**config.mk**
```make
export PLATFORM = sky130hd
export DESIGN_NAME = spi_protocol_unit
export DESIGN_NICKNAME = d
export VERILOG_FILES = /design/src/spi_pkg.sv /design/src/pin_sync.sv /design/src/spi_protocol_unit.sv
export SDC_FILE = /design/constraint.sdc
export NUM_CORES = 1
export LEC_CHECK = 0
export CORE_MARGIN = 4
export CORE_UTILIZATION = 60
export CTS_CLUSTER_DIAMETER = 30
export DETAILED_ROUTE_END_ITERATION = 8
export DONT_BUFFER_PORTS = 1
export PLACE_DENSITY = 0.76
export SETUP_SLACK_MARGIN = 0.15
export SLEW_MARGIN = 20
export SYNTH_ARGS = -nofsm -noshare
export SYNTH_HDL_FRONTEND = slang
export SYNTH_SLANG_ARGS = --single-unit
export TNS_END_PERCENT = 50
```
**constraint.sdc**
```tcl
create_clock -name clk_i -period 7.75 [get_ports clk_i]
set_clock_uncertainty 0.1 [all_clocks]
set_input_delay 0.3875 -clock clk_i [delete_from_list [all_inputs] [get_ports clk_i]]
set_output_delay 0.3875 -clock clk_i [all_outputs]
set_load 0.05 [all_outputs]
```
**src/spi_pkg.sv**
```systemverilog
// Shared constants, register map and types of the SPI protocol unit
package spi_pkg;

    // ==========================================================
    // Register offsets (byte addresses)
    localparam logic [7:0] LINE_CTL_OFS = 8'h2C;
    localparam logic [7:0] PROT_CTL_OFS = 8'h5C;
    localparam logic [7:0] IRQ_EN_OFS = 8'h60;
    localparam logic [7:0] STATUS_OFS = 8'h64;
    localparam logic [7:0] CLEAR_OFS = 8'h68;
    localparam logic [7:0] TIMEOUT_OFS = 8'h6C;
    localparam logic [7:0] RX_DATA_OFS = 8'h70;
    localparam logic [7:0] TX_DATA_OFS = 8'h74;

    // ==========================================================
    // Field positions
    localparam int ROLE_BIT = 0;
    localparam int THREE_WIRE_BIT = 1;
    localparam int WL_LSB = 8;
    localparam int WL_MSB = 11;
    localparam int EV_SS_INACTIVE = 0;
    localparam int EV_SS_ACTIVE = 1;
    localparam int EV_TIMEOUT = 2;
    localparam int EV_BITCOUNT = 3;
    localparam int SS_LINE_BIT = 16;
    localparam int BUSY_BIT = 17;
    localparam int EV_W = 4;

    // ==========================================================
    // Synchroniser lanes
    localparam int SYNC_W = 4;
    localparam int PIN_SCLK = 0;
    localparam int PIN_SS_N = 1;
    localparam int PIN_MOSI = 2;
    localparam int PIN_MISO = 3;
    localparam logic [3:0] SYNC_RST = 4'h2;

    // ==========================================================
    // Values after reset
    localparam logic [3:0] IRQ_EN_RST = 4'h0;
    localparam logic [3:0] WL_RST = 4'h8;
    localparam logic [15:0] TIMEOUT_RST = 16'h0100;
    localparam logic [15:0] TX_DATA_RST = 16'h0000;

    // ==========================================================
    // Timing of the serial clock made in master role
    localparam int CLK_PERIOD_NS = 10;
    localparam int SCLK_HALF_NS = 80;
    localparam logic [3:0] SCLK_HALF_CYC = 4'(SCLK_HALF_NS / CLK_PERIOD_NS);

    // ==========================================================
    // Types
    typedef struct packed {
        logic three_wire_select;
        logic slave;
    } prot_ctl_t;

    localparam prot_ctl_t PROT_CTL_RST = '{three_wire_select: 1'b0, slave: 1'b0};

    typedef struct packed {
        logic bitcount;
        logic timeout;
        logic active;
        logic inactive;
    } event_t;

    typedef enum logic [1:0] {
        MST_IDLE = 2'b00,
        MST_LOW = 2'b01,
        MST_HIGH = 2'b10
    } mst_state_t;

endpackage

```
**src/pin_sync.sv**
```systemverilog
// Two-stage synchroniser for the serial pins, with a third stage for edge finding
`timescale 1ns/1ps
module pin_sync (
    input wire logic clk_i,
    input wire logic rst_i,
    input wire logic [spi_pkg::SYNC_W-1:0] d_i,
    output logic [spi_pkg::SYNC_W-1:0] q_o,
    output logic [spi_pkg::SYNC_W-1:0] q_prev_o
);

    // ==========================================================
    // Stages
    // Only the second stage reads the first, to keep metastability contained
    logic [spi_pkg::SYNC_W-1:0] meta_reg;
    logic [spi_pkg::SYNC_W-1:0] sync_reg;
    logic [spi_pkg::SYNC_W-1:0] prev_reg;

    always_ff @(posedge clk_i) begin
        if (rst_i) begin
            meta_reg <= spi_pkg::SYNC_RST;
            sync_reg <= spi_pkg::SYNC_RST;
            prev_reg <= spi_pkg::SYNC_RST;
        end else begin
            meta_reg <= d_i;
            sync_reg <= meta_reg;
            prev_reg <= sync_reg;
        end
    end

    assign q_o = sync_reg;
    assign q_prev_o = prev_reg;

endmodule

```
**src/spi_protocol_unit.sv**
```systemverilog
// SPI protocol unit: role and wire select, slave events, interrupt enables, Wishbone registers
//
// Notes on behaviour
// - Only in slave role a 3-wire link without slave select is supported.
// - Wire-count bit 1: 0 selects 4-wire, 1 selects 3-wire without slave select.
// - Slave flags bit-count error when time-out or select loss cuts a word short.
// - Enable bit 3 gates the bit-count error interrupt.
// - Enable bit 2 gates the slave time-out interrupt.
// - Enable bit 1 gates the slave-select-active interrupt.
// - Enable bit 0 gates the slave-select-inactive interrupt.
// - Interrupt enable register at 0x60 is read/write and resets to zero.
// - Internal slave select is active high for transition detection.
`timescale 1ns/1ps
module spi_protocol_unit (
    input wire logic clk_i,
    input wire logic rst_i,
    input wire logic wb_cyc_i,
    input wire logic wb_stb_i,
    input wire logic wb_we_i,
    input wire logic [7:0] wb_adr_i,
    input wire logic [3:0] wb_sel_i,
    input wire logic [31:0] wb_dat_i,
    output logic [31:0] wb_dat_o,
    output logic wb_ack_o,
    output logic irq_o,
    input wire logic sclk_i,
    output logic sclk_o,
    output logic sclk_oe_n_o,
    input wire logic ss_n_i,
    output logic ss_n_o,
    output logic ss_n_oe_n_o,
    input wire logic mosi_i,
    output logic mosi_o,
    output logic mosi_oe_n_o,
    input wire logic miso_i,
    output logic miso_o,
    output logic miso_oe_n_o
);

    // ==========================================================
    // Helpers
    function automatic logic [31:0] merge_sel(input logic [31:0] old_v, input logic [31:0] new_v,
                                              input logic [3:0] sel);
        logic [31:0] r;
        r = old_v;
        for (int i = 0; i < 4; i++) begin
            if (sel[i]) begin
                r[i*8 +: 8] = new_v[i*8 +: 8];
            end
        end
        return r;
    endfunction

    // A setting of zero stands for a full 16-bit word
    function automatic logic [4:0] word_len(input logic [3:0] setting);
        return (setting == 4'h0) ? 5'h10 : {1'b0, setting};
    endfunction

    // ==========================================================
    // Pin synchronisers
    logic [spi_pkg::SYNC_W-1:0] pin_s;
    logic [spi_pkg::SYNC_W-1:0] pin_p;

    pin_sync u_sync (
        .clk_i(clk_i),
        .rst_i(rst_i),
        .d_i({miso_i, mosi_i, ss_n_i, sclk_i}),
        .q_o(pin_s),
        .q_prev_o(pin_p)
    );

    // ==========================================================
    // State
    spi_pkg::prot_ctl_t prot_reg, prot_next;
    spi_pkg::event_t en_reg, en_next;
    spi_pkg::event_t status_reg, status_next;
    spi_pkg::mst_state_t mst_reg, mst_next;
    logic [3:0] word_length_setting_reg, word_length_setting_next;
    logic [15:0] timeout_reg, timeout_next;
    logic [15:0] to_cnt_reg, to_cnt_next;
    logic [15:0] tx_data_reg, tx_data_next;
    logic [15:0] rx_data_reg, rx_data_next;
    logic [15:0] tx_shift_reg, tx_shift_next;
    logic [15:0] rx_shift_reg, rx_shift_next;
    logic [4:0] bit_cnt_reg, bit_cnt_next;
    logic [3:0] half_cnt_reg, half_cnt_next;
    logic ack_reg, ack_next;
    logic [31:0] dat_reg, dat_next;
    logic irq_reg, irq_next;
    logic sclk_reg, sclk_next;
    logic ss_n_reg, ss_n_next;
    logic mosi_reg, mosi_next;
    logic miso_reg, miso_next;
    logic master_oe_n_reg, master_oe_n_next;
    logic miso_oe_n_reg, miso_oe_n_next;

    // ==========================================================
    // Next-state logic
    always_comb begin
        logic req;
        logic ss_line;
        logic ss_line_prev;
        logic ss_act;
        logic sclk_rise;
        logic sclk_fall;
        logic [4:0] wl;
        logic [4:0] cnt_inc;
        logic [15:0] rx_base;
        logic [31:0] merged;
        spi_pkg::event_t ev;
        spi_pkg::event_t clear;
        logic [31:0] rd;
        req = 1'b0;
        ss_line = 1'b0;
        ss_line_prev = 1'b0;
        ss_act = 1'b0;
        sclk_rise = 1'b0;
        sclk_fall = 1'b0;
        wl = word_len(word_length_setting_reg);
        cnt_inc = bit_cnt_reg + 5'h01;
        rx_base = (bit_cnt_reg == 5'h00) ? 16'h0000 : rx_shift_reg;
        merged = 32'h0000_0000;
        ev = '0;
        clear = '0;
        rd = 32'h0000_0000;
        prot_next = prot_reg;
        en_next = en_reg;
        mst_next = mst_reg;
        word_length_setting_next = word_length_setting_reg;
        timeout_next = timeout_reg;
        to_cnt_next = to_cnt_reg;
        tx_data_next = tx_data_reg;
        rx_data_next = rx_data_reg;
        tx_shift_next = tx_shift_reg;
        rx_shift_next = rx_shift_reg;
        bit_cnt_next = bit_cnt_reg;
        half_cnt_next = half_cnt_reg;
        sclk_next = sclk_reg;
        ss_n_next = ss_n_reg;
        mosi_next = mosi_reg;
        miso_next = miso_reg;
        master_oe_n_next = master_oe_n_reg;
        miso_oe_n_next = miso_oe_n_reg;

        // Wishbone slave: one access taken per request, ack one cycle later
        req = wb_cyc_i & wb_stb_i & ~ack_reg;
        ack_next = req;
        dat_next = dat_reg;
        case (wb_adr_i)
            spi_pkg::LINE_CTL_OFS: begin
                rd[spi_pkg::WL_MSB:spi_pkg::WL_LSB] = word_length_setting_reg;
            end
            spi_pkg::PROT_CTL_OFS: begin
                rd[spi_pkg::THREE_WIRE_BIT] = prot_reg.three_wire_select;
                rd[spi_pkg::ROLE_BIT] = prot_reg.slave;
            end
            spi_pkg::IRQ_EN_OFS: begin
                rd[spi_pkg::EV_W-1:0] = en_reg;
            end
            spi_pkg::STATUS_OFS: begin
                rd[spi_pkg::EV_W-1:0] = status_reg;
                rd[spi_pkg::SS_LINE_BIT] = ~pin_s[spi_pkg::PIN_SS_N];
                rd[spi_pkg::BUSY_BIT] = (mst_reg != spi_pkg::MST_IDLE) | (bit_cnt_reg != 5'h00);
            end
            spi_pkg::TIMEOUT_OFS: begin
                rd[15:0] = timeout_reg;
            end
            spi_pkg::RX_DATA_OFS: begin
                rd[15:0] = rx_data_reg;
            end
            spi_pkg::TX_DATA_OFS: begin
                rd[15:0] = tx_data_reg;
            end
            default: begin
                rd = 32'h0000_0000;
            end
        endcase
        if (req & ~wb_we_i) begin
            dat_next = rd;
        end
        if (req & wb_we_i) begin
            merged = merge_sel(rd, wb_dat_i, wb_sel_i);
            case (wb_adr_i)
                spi_pkg::LINE_CTL_OFS: begin
                    word_length_setting_next = merged[spi_pkg::WL_MSB:spi_pkg::WL_LSB];
                end
                spi_pkg::PROT_CTL_OFS: begin
                    prot_next.slave = merged[spi_pkg::ROLE_BIT];
                    prot_next.three_wire_select = merged[spi_pkg::THREE_WIRE_BIT];
                end
                spi_pkg::IRQ_EN_OFS: begin
                    en_next = merged[spi_pkg::EV_W-1:0];
                end
                spi_pkg::CLEAR_OFS: begin
                    clear = wb_dat_i[spi_pkg::EV_W-1:0] & {spi_pkg::EV_W{wb_sel_i[0]}};
                end
                spi_pkg::TIMEOUT_OFS: begin
                    timeout_next = merged[15:0];
                end
                spi_pkg::TX_DATA_OFS: begin
                    tx_data_next = merged[15:0];
                end
                default: begin
                    clear = '0;
                end
            endcase
        end

        if (prot_reg.slave) begin
            // Slave role: the peer drives clock and select, we drive only miso
            master_oe_n_next = 1'b1;
            mst_next = spi_pkg::MST_IDLE;
            ss_line = ~pin_s[spi_pkg::PIN_SS_N];
            ss_line_prev = ~pin_p[spi_pkg::PIN_SS_N];
            ss_act = prot_reg.three_wire_select | ss_line;
            sclk_rise = pin_s[spi_pkg::PIN_SCLK] & ~pin_p[spi_pkg::PIN_SCLK];
            sclk_fall = ~pin_s[spi_pkg::PIN_SCLK] & pin_p[spi_pkg::PIN_SCLK];
            miso_oe_n_next = ~ss_act;
            if (~prot_reg.three_wire_select & ss_line & ~ss_line_prev) begin
                ev.active = 1'b1;
            end
            if (~prot_reg.three_wire_select & ~ss_line & ss_line_prev) begin
                ev.inactive = 1'b1;
                if (bit_cnt_reg != 5'h00) begin
                    ev.bitcount = 1'b1;
                end
                bit_cnt_next = 5'h00;
                to_cnt_next = 16'h0000;
            end else if (ss_act) begin
                if (sclk_rise) begin
                    to_cnt_next = 16'h0000;
                    rx_shift_next = {rx_base[14:0], pin_s[spi_pkg::PIN_MOSI]};
                    if (cnt_inc >= wl) begin
                        rx_data_next = rx_shift_next;
                        bit_cnt_next = 5'h00;
                    end else begin
                        bit_cnt_next = cnt_inc;
                    end
                end else if (sclk_fall) begin
                    if (bit_cnt_reg != 5'h00) begin
                        tx_shift_next = {tx_shift_reg[14:0], 1'b0};
                    end
                end else if (bit_cnt_reg != 5'h00 && timeout_reg != 16'h0000) begin
                    // A stalled word is abandoned so the next select starts cleanly
                    to_cnt_next = to_cnt_reg + 16'h0001;
                    if (to_cnt_next >= timeout_reg) begin
                        ev.timeout = 1'b1;
                        ev.bitcount = 1'b1;
                        bit_cnt_next = 5'h00;
                        to_cnt_next = 16'h0000;
                    end
                end
            end
            if (bit_cnt_next == 5'h00) begin
                tx_shift_next = tx_data_reg << (5'h10 - wl);
            end
            miso_next = tx_shift_next[15];
        end else begin
            // Master role: we make clock and select from our own clock
            master_oe_n_next = 1'b0;
            miso_oe_n_next = 1'b1;
            case (mst_reg)
                spi_pkg::MST_IDLE: begin
                    ss_n_next = 1'b1;
                    sclk_next = 1'b0;
                    bit_cnt_next = 5'h00;
                    if (req & wb_we_i & (wb_adr_i == spi_pkg::TX_DATA_OFS)) begin
                        tx_shift_next = tx_data_next << (5'h10 - wl);
                        mosi_next = tx_shift_next[15];
                        ss_n_next = 1'b0;
                        half_cnt_next = 4'h0;
                        mst_next = spi_pkg::MST_LOW;
                    end
                end
                spi_pkg::MST_LOW: begin
                    half_cnt_next = half_cnt_reg + 4'h1;
                    if (half_cnt_next >= spi_pkg::SCLK_HALF_CYC) begin
                        half_cnt_next = 4'h0;
                        sclk_next = 1'b1;
                        mst_next = spi_pkg::MST_HIGH;
                    end
                end
                spi_pkg::MST_HIGH: begin
                    half_cnt_next = half_cnt_reg + 4'h1;
                    if (half_cnt_next >= spi_pkg::SCLK_HALF_CYC) begin
                        half_cnt_next = 4'h0;
                        sclk_next = 1'b0;
                        rx_shift_next = {rx_base[14:0], pin_s[spi_pkg::PIN_MISO]};
                        if (cnt_inc >= wl) begin
                            rx_data_next = rx_shift_next;
                            bit_cnt_next = 5'h00;
                            ss_n_next = 1'b1;
                            mst_next = spi_pkg::MST_IDLE;
                        end else begin
                            bit_cnt_next = cnt_inc;
                            tx_shift_next = {tx_shift_reg[14:0], 1'b0};
                            mosi_next = tx_shift_next[15];
                            mst_next = spi_pkg::MST_LOW;
                        end
                    end
                end
                default: begin
                    mst_next = spi_pkg::MST_IDLE;
                end
            endcase
        end

        // Sticky flags: a new event wins over a clear in the same cycle
        status_next = (status_reg & ~clear) | ev;
        irq_next = |(status_reg & en_reg);
    end

    // ==========================================================
    // Registers
    always_ff @(posedge clk_i) begin
        if (rst_i) begin
            prot_reg <= spi_pkg::PROT_CTL_RST;
            en_reg <= spi_pkg::IRQ_EN_RST;
            status_reg <= '0;
            mst_reg <= spi_pkg::MST_IDLE;
            word_length_setting_reg <= spi_pkg::WL_RST;
            timeout_reg <= spi_pkg::TIMEOUT_RST;
            to_cnt_reg <= 16'h0000;
            tx_data_reg <= spi_pkg::TX_DATA_RST;
            rx_data_reg <= 16'h0000;
            tx_shift_reg <= 16'h0000;
            rx_shift_reg <= 16'h0000;
            bit_cnt_reg <= 5'h00;
            half_cnt_reg <= 4'h0;
            ack_reg <= 1'b0;
            dat_reg <= 32'h0000_0000;
            irq_reg <= 1'b0;
            sclk_reg <= 1'b0;
            ss_n_reg <= 1'b1;
            mosi_reg <= 1'b0;
            miso_reg <= 1'b0;
            master_oe_n_reg <= 1'b1;
            miso_oe_n_reg <= 1'b1;
        end else begin
            prot_reg <= prot_next;
            en_reg <= en_next;
            status_reg <= status_next;
            mst_reg <= mst_next;
            word_length_setting_reg <= word_length_setting_next;
            timeout_reg <= timeout_next;
            to_cnt_reg <= to_cnt_next;
            tx_data_reg <= tx_data_next;
            rx_data_reg <= rx_data_next;
            tx_shift_reg <= tx_shift_next;
            rx_shift_reg <= rx_shift_next;
            bit_cnt_reg <= bit_cnt_next;
            half_cnt_reg <= half_cnt_next;
            ack_reg <= ack_next;
            dat_reg <= dat_next;
            irq_reg <= irq_next;
            sclk_reg <= sclk_next;
            ss_n_reg <= ss_n_next;
            mosi_reg <= mosi_next;
            miso_reg <= miso_next;
            master_oe_n_reg <= master_oe_n_next;
            miso_oe_n_reg <= miso_oe_n_next;
        end
    end

    // ==========================================================
    // Outputs
    assign wb_dat_o = dat_reg;
    assign wb_ack_o = ack_reg;
    assign irq_o = irq_reg;
    assign sclk_o = sclk_reg;
    assign sclk_oe_n_o = master_oe_n_reg;
    assign ss_n_o = ss_n_reg;
    assign ss_n_oe_n_o = master_oe_n_reg;
    assign mosi_o = mosi_reg;
    assign mosi_oe_n_o = master_oe_n_reg;
    assign miso_o = miso_reg;
    assign miso_oe_n_o = miso_oe_n_reg;

endmodule

```
==> flow_results.org <==
** Placed design
- Global placement routability congestion :: 0.960
- Before CTS, the worst setup slack after placement is 2050 ps.
- The count of buffers added on input and output ports is 0.
- Cell area reported after detailed placement :: 0.00994 sq mm
- Detailed placement ended at an HPWL of 22100 microns.

** Pwr
- Worst ir drop on vdd :: 0.186 mV
- Power after layout :: 1.79 mW
- For this design the static power due to leakage is 3.77 nW.
- Power density over the cells :: 168 mW/mm^2

** Clock tree
- Number of clock sinks :: 156
- Clk_lat worst skew :: 440 ps
- TritonCTS created 17 clock buffers.
- Hold_buf cts :: 6
- Clock slew at the register clock pins of the worst setup and hold paths :: 70 ps
- Maximum buffer depth of the clock tree :: 2
- After clock tree synthesis, the repair step resized 0 gates.
- The H-tree was split into 4 levels.
- Once the clock tree was built, the setup fixing pass inserted 0 buffers.
- Root Buffer Master :: sky130_fd_sc_hd__clkbuf_16
- TritonCTS built the clock tree.

** STA
- The final count of pins violating max slew came to 0.
- Period minus WS final :: 5900 ps
- Worst setup slack after layout :: 1850 ps
- At the pin with the least slew margin, the transition time is 1060 ps.
- Final hold violation count :: 0
- In this run the tightest slew margin relative to its limit is 0.292.
- Finish-stage setup viols :: 0
- Setup repair after global routing left no endpoint under its margin.
- Maximum clock frequency :: 0.170 GHz
- In the final timing run, aggregate negative setup slack is 0 ps.
- In the finished design, the share of the clock period the worst path needs comes to 0.761.

** Worst setup path
- Crit-path slowest cell :: sky130_fd_sc_hd__a211oi_2
- Cell-by-cell trace of the critical path :: ha_1 -> and3_1 -> and3_1 -> and3_1 -> and3_1 -> and3_1 -> nand3_1 -> xnor2_1 -> ha_1 -> nand4_1 -> nor4_1 -> a32oi_1 -> a31oi_1 -> o211ai_1 -> a211oi_2 -> buf_4 -> nor2_1 -> a2111oi_0 -> a221oi_1
- Counting cells, the worst reg-to-reg path comes to 19.
- Data required, critical path :: 7940 ps
- The worst setup path is captured at a register.
- Among the stages of the critical path, the cell type that occurs most often is sky130_fd_sc_hd__and3_1.
- Broken down by cell family, the worst path's largest delay share belongs to compound AO/OA/AOI/OAI gates.
- The number of buffers and inverters on the critical path is 1.
- Reg2reg end :: tx_shift_reg[14]$_SDFFE_PP0P_
- The critical path crosses 19 cells after its start point.
- STA puts the critical path data arrival time at 6090 ps.
- The worst setup path is launched from a register.
- Along the worst path, the maximum fanout reaches 12.
- The critical path is of the reg -> reg type.
- For this run, the slowest stage of the critical path takes 920 ps.
- Reg-to-reg critical path startpoint :: to_cnt_reg[0]$_SDFFE_PP0P_
- R2R setup slack :: 1850 ps

** Yosys
- Async S/R FF share, synth :: 0
- Synthesized instance count :: 1308
- Post-synthesis mux area share :: 0.0663
- Number of register bits inferred by synthesis :: 156
- Synth Area in Simple Gates :: 0.270
- Cell variety after synth :: 79
- Average instance area after synthesis :: 7.63 sq um
- Of the total synthesized cell area, the portion taken by XOR and XNOR cells is 0.0175.
- The synthesized design contains 0 enable-type register cells.
- For this run, the number of Yosys warnings is 0.
- Post-synth design cell area :: 0.00998 sq mm
- The compound-gate portion of the synthesized area came to 0.231.
- Combinational family with the most area after synthesis :: simple AND/OR/NAND/NOR gates
- Most common flop cell mapped by yosys :: sky130_fd_sc_hd__dfxtp_1
- Register area share after synthesis :: 0.313
- Area share of fa/ha/maj cells after synthesis :: 0.0376

** Global route
- Across every metal layer, demand over resource in global routing totals 0.338.
- Entering global routing, the biggest net connects 151 pins.
- Total congestion overflow :: 0
- Global-route wire length before repair :: 49300 microns
- Antenna violations before repair :: 0
- The number of global-route vias before repair is 8948.

** Cells and area
- Area of the multi-input gates :: 0.00631 sq mm
- Once layout is done, the placed cells without fillers occupy 0.0106 sq mm.
- The register with the most flip-flops in the layout has 18 of them.
- Area occupied by registers :: 0.00312 sq mm
- Number of nets in the layout :: 1332
- Antenna diode count :: 0
- Number of filler instances in the final layout :: 1444
- Of the cells placed in the final design, the portion with a size suffix greater than 1 is 0.0705.
- The area growth from synthesis to layout is 6.33%.

** Floorplanning
- The floorplan step set the die height to 137 microns.
- In this run the standard cell core region covers 0.0161 sq mm.
- Starting density of the core :: 0.619
- The floorplan has 46 rows.
- The floorplan step set the die width to 137 microns.
- Pin placement for this block handled 95 I/O pins.
- The floorplan step defined a die boundary enclosing 0.0188 sq mm.

** Routing
- Wirelength, routed :: 31600 microns
- Detailed-routing iteration count for the pre-antenna-repair pass :: 5
- Post-route DRC :: 0
- Total via count in the routed design :: 9923
- Vias per cell :: 6.71
- Average wire per standard cell :: 21.4 microns
- Post-route ant nets :: 0
- Starting DRC count in detailed routing :: 1502

** Hold path
- Min-Delay Path Depth :: 2
- The path with the worst hold slack has its endpoint at tx_shift_reg[9]$_SDFFE_PP0P_.
- Hold Crit Class :: in -> reg
- The worst hold path begins at rst_i.

** Run
- The tool flagged a number of max-cap violations equal to 0.

** Outcome
- Run status :: completed
-- through the flow --
step | utilization | cells | hold WS, ps
floorplan | - | 1321 | 289
global placement | 0.617 | 1440 | 317
detailed placement | 0.617 | 1440 | 324
CTS | 0.658 | 1478 | 3.76
global route | 0.659 | 1478 | 12.8
finish | 0.659 | 1478 | 8.64
-- placed cells by master, fill, tap and decap left out, types with 7 or more instances in the layout --
master                      Yosys  layout
sky130_fd_sc_hd__dfxtp_1      156     156
sky130_fd_sc_hd__nand2_1      140     140
sky130_fd_sc_hd__nor2_1       141     140
sky130_fd_sc_hd__a21oi_1      118     118
sky130_fd_sc_hd__nand3_1       69      69
sky130_fd_sc_hd__o21ai_0       59      59
sky130_fd_sc_hd__inv_1         38      38
sky130_fd_sc_hd__nor3_1        37      37
sky130_fd_sc_hd__ha_1          30      30
sky130_fd_sc_hd__mux2i_1       29      29
sky130_fd_sc_hd__a211oi_1      23      22
sky130_fd_sc_hd__a31oi_1       21      21
sky130_fd_sc_hd__nor2b_1       21      21
sky130_fd_sc_hd__a22oi_1       20      20
sky130_fd_sc_hd__and3_1        19      19
sky130_fd_sc_hd__nand2b_1      17      17
sky130_fd_sc_hd__clkbuf_16      0      17
sky130_fd_sc_hd__nand3b_1      16      16
sky130_fd_sc_hd__conb_1         1      14
sky130_fd_sc_hd__xor2_1        14      13
sky130_fd_sc_hd__nor3b_1       13      13
sky130_fd_sc_hd__mux4_2        12      12
sky130_fd_sc_hd__buf_4         16      12
sky130_fd_sc_hd__nor4_1        12      11
sky130_fd_sc_hd__o211ai_1      10      10
sky130_fd_sc_hd__o21a_1        10      10
sky130_fd_sc_hd__nand4_1       10      10
sky130_fd_sc_hd__or2_2         10      10
sky130_fd_sc_hd__a221oi_1      10      10
sky130_fd_sc_hd__o22ai_1        9       9
sky130_fd_sc_hd__mux2_2         9       9
sky130_fd_sc_hd__a211o_1        8       8
sky130_fd_sc_hd__or3_1          7       7
sky130_fd_sc_hd__a311oi_1       7       7
sky130_fd_sc_hd__a2111oi_0      7       7
-- logic make-up after synthesis --
| group | after synthesis |
|---|---|
| adders and majority gates | 30 |
| other | 1 |
| muxes | 50 |
| DFF | 156 |
| buffers and inverters | 150 |
| AOI/OAI and AO/OA | 357 |
| xor gates and xnor gates | 20 |
| and+or+nand+nor | 544 |
-- cell usage after synthesis (5+ instances only) --
| master | instances | area [sq um] |
|---|---|---|
| sky130_fd_sc_hd__dfxtp_1 | 156 | 3120 |
| sky130_fd_sc_hd__nor2_1 | 141 | 529 |
| sky130_fd_sc_hd__nand2_1 | 140 | 526 |
| sky130_fd_sc_hd__a21oi_1 | 118 | 591 |
| sky130_fd_sc_hd__clkbuf_1 | 79 | 297 |
| sky130_fd_sc_hd__nand3_1 | 69 | 345 |
| sky130_fd_sc_hd__o21ai_0 | 59 | 295 |
| sky130_fd_sc_hd__inv_1 | 38 | 143 |
| sky130_fd_sc_hd__nor3_1 | 37 | 185 |
| sky130_fd_sc_hd__ha_1 | 30 | 375 |
| sky130_fd_sc_hd__mux2i_1 | 29 | 290 |
| sky130_fd_sc_hd__a211oi_1 | 23 | 173 |
| sky130_fd_sc_hd__a31oi_1 | 21 | 131 |
| sky130_fd_sc_hd__nor2b_1 | 21 | 131 |
| sky130_fd_sc_hd__a22oi_1 | 20 | 150 |
| sky130_fd_sc_hd__and3_1 | 19 | 119 |
| sky130_fd_sc_hd__nand2b_1 | 17 | 106 |
| sky130_fd_sc_hd__buf_4 | 16 | 120 |
| sky130_fd_sc_hd__nand3b_1 | 16 | 120 |
| sky130_fd_sc_hd__xor2_1 | 14 | 123 |
| sky130_fd_sc_hd__nor3b_1 | 13 | 97.6 |
| sky130_fd_sc_hd__mux4_2 | 12 | 270 |
| sky130_fd_sc_hd__nor4_1 | 12 | 75.1 |
| sky130_fd_sc_hd__a221oi_1 | 10 | 87.6 |
| sky130_fd_sc_hd__nand4_1 | 10 | 62.6 |
| sky130_fd_sc_hd__o211ai_1 | 10 | 75.1 |
| sky130_fd_sc_hd__o21a_1 | 10 | 75.1 |
| sky130_fd_sc_hd__or2_2 | 10 | 62.6 |
| sky130_fd_sc_hd__buf_2 | 9 | 45.0 |
| sky130_fd_sc_hd__mux2_2 | 9 | 101 |
| sky130_fd_sc_hd__o22ai_1 | 9 | 56.3 |
| sky130_fd_sc_hd__a211o_1 | 8 | 70.1 |
| sky130_fd_sc_hd__a2111oi_0 | 7 | 61.3 |
| sky130_fd_sc_hd__a311oi_1 | 7 | 61.3 |
| sky130_fd_sc_hd__or3_1 | 7 | 43.8 |
| sky130_fd_sc_hd__a22o_1 | 6 | 52.6 |
| sky130_fd_sc_hd__a32oi_1 | 6 | 52.6 |
| sky130_fd_sc_hd__and2_1 | 6 | 37.5 |
| sky130_fd_sc_hd__xnor2_1 | 6 | 52.6 |
| sky130_fd_sc_hd__and3b_1 | 5 | 43.8 |
| sky130_fd_sc_hd__o31ai_1 | 5 | 37.5 |
-- worst max-delay path by stage --
stage	startpoint	endpoint	slack (ps)
after floorplan	to_cnt_reg[0]$_SDFFE_PP0P_	tx_shift_reg[9]$_SDFFE_PP0P_	3080
after global placement	to_cnt_reg[0]$_SDFFE_PP0P_	tx_shift_reg[14]$_SDFFE_PP0P_	2110
after detailed placement	to_cnt_reg[0]$_SDFFE_PP0P_	tx_shift_reg[14]$_SDFFE_PP0P_	2050
after CTS	to_cnt_reg[0]$_SDFFE_PP0P_	tx_shift_reg[5]$_SDFFE_PP0P_	1970
after global routing	to_cnt_reg[0]$_SDFFE_PP0P_	tx_shift_reg[11]$_SDFFE_PP0P_	1300
final	to_cnt_reg[0]$_SDFFE_PP0P_	tx_shift_reg[14]$_SDFFE_PP0P_	1850
-- final cells by class --
class / count / share of cell area
inverter: 41 / 0.0145
sequential: 156 / 0.294
clock buffer: 17 / 0.0401
timing repair buffer: 18 / 0.0158
tap: 216 / 0.0255
multi-input combinational: 1015 / 0.594
clock inverter: 15 / 0.0159
-- layer usage --
metal / up-vias / track usage / wire length, microns
li1: 4630 / - / -
met1: 4559 / 0.452 / 12800
met2: 599 / 0.514 / 13800
met3: 135 / 0.0827 / 3340
met4: 0 / 0.159 / 1610
met5: - / 0 / 0
-- where the power goes --
part / internal, mW / switching, mW / total, mW
Sequential: 0.810 / 0.0214 / 0.832
Clock: 0.460 / 0.403 / 0.863
Combinational: 0.0244 / 0.0677 / 0.0921
Power figures use the tool's default switching activity.
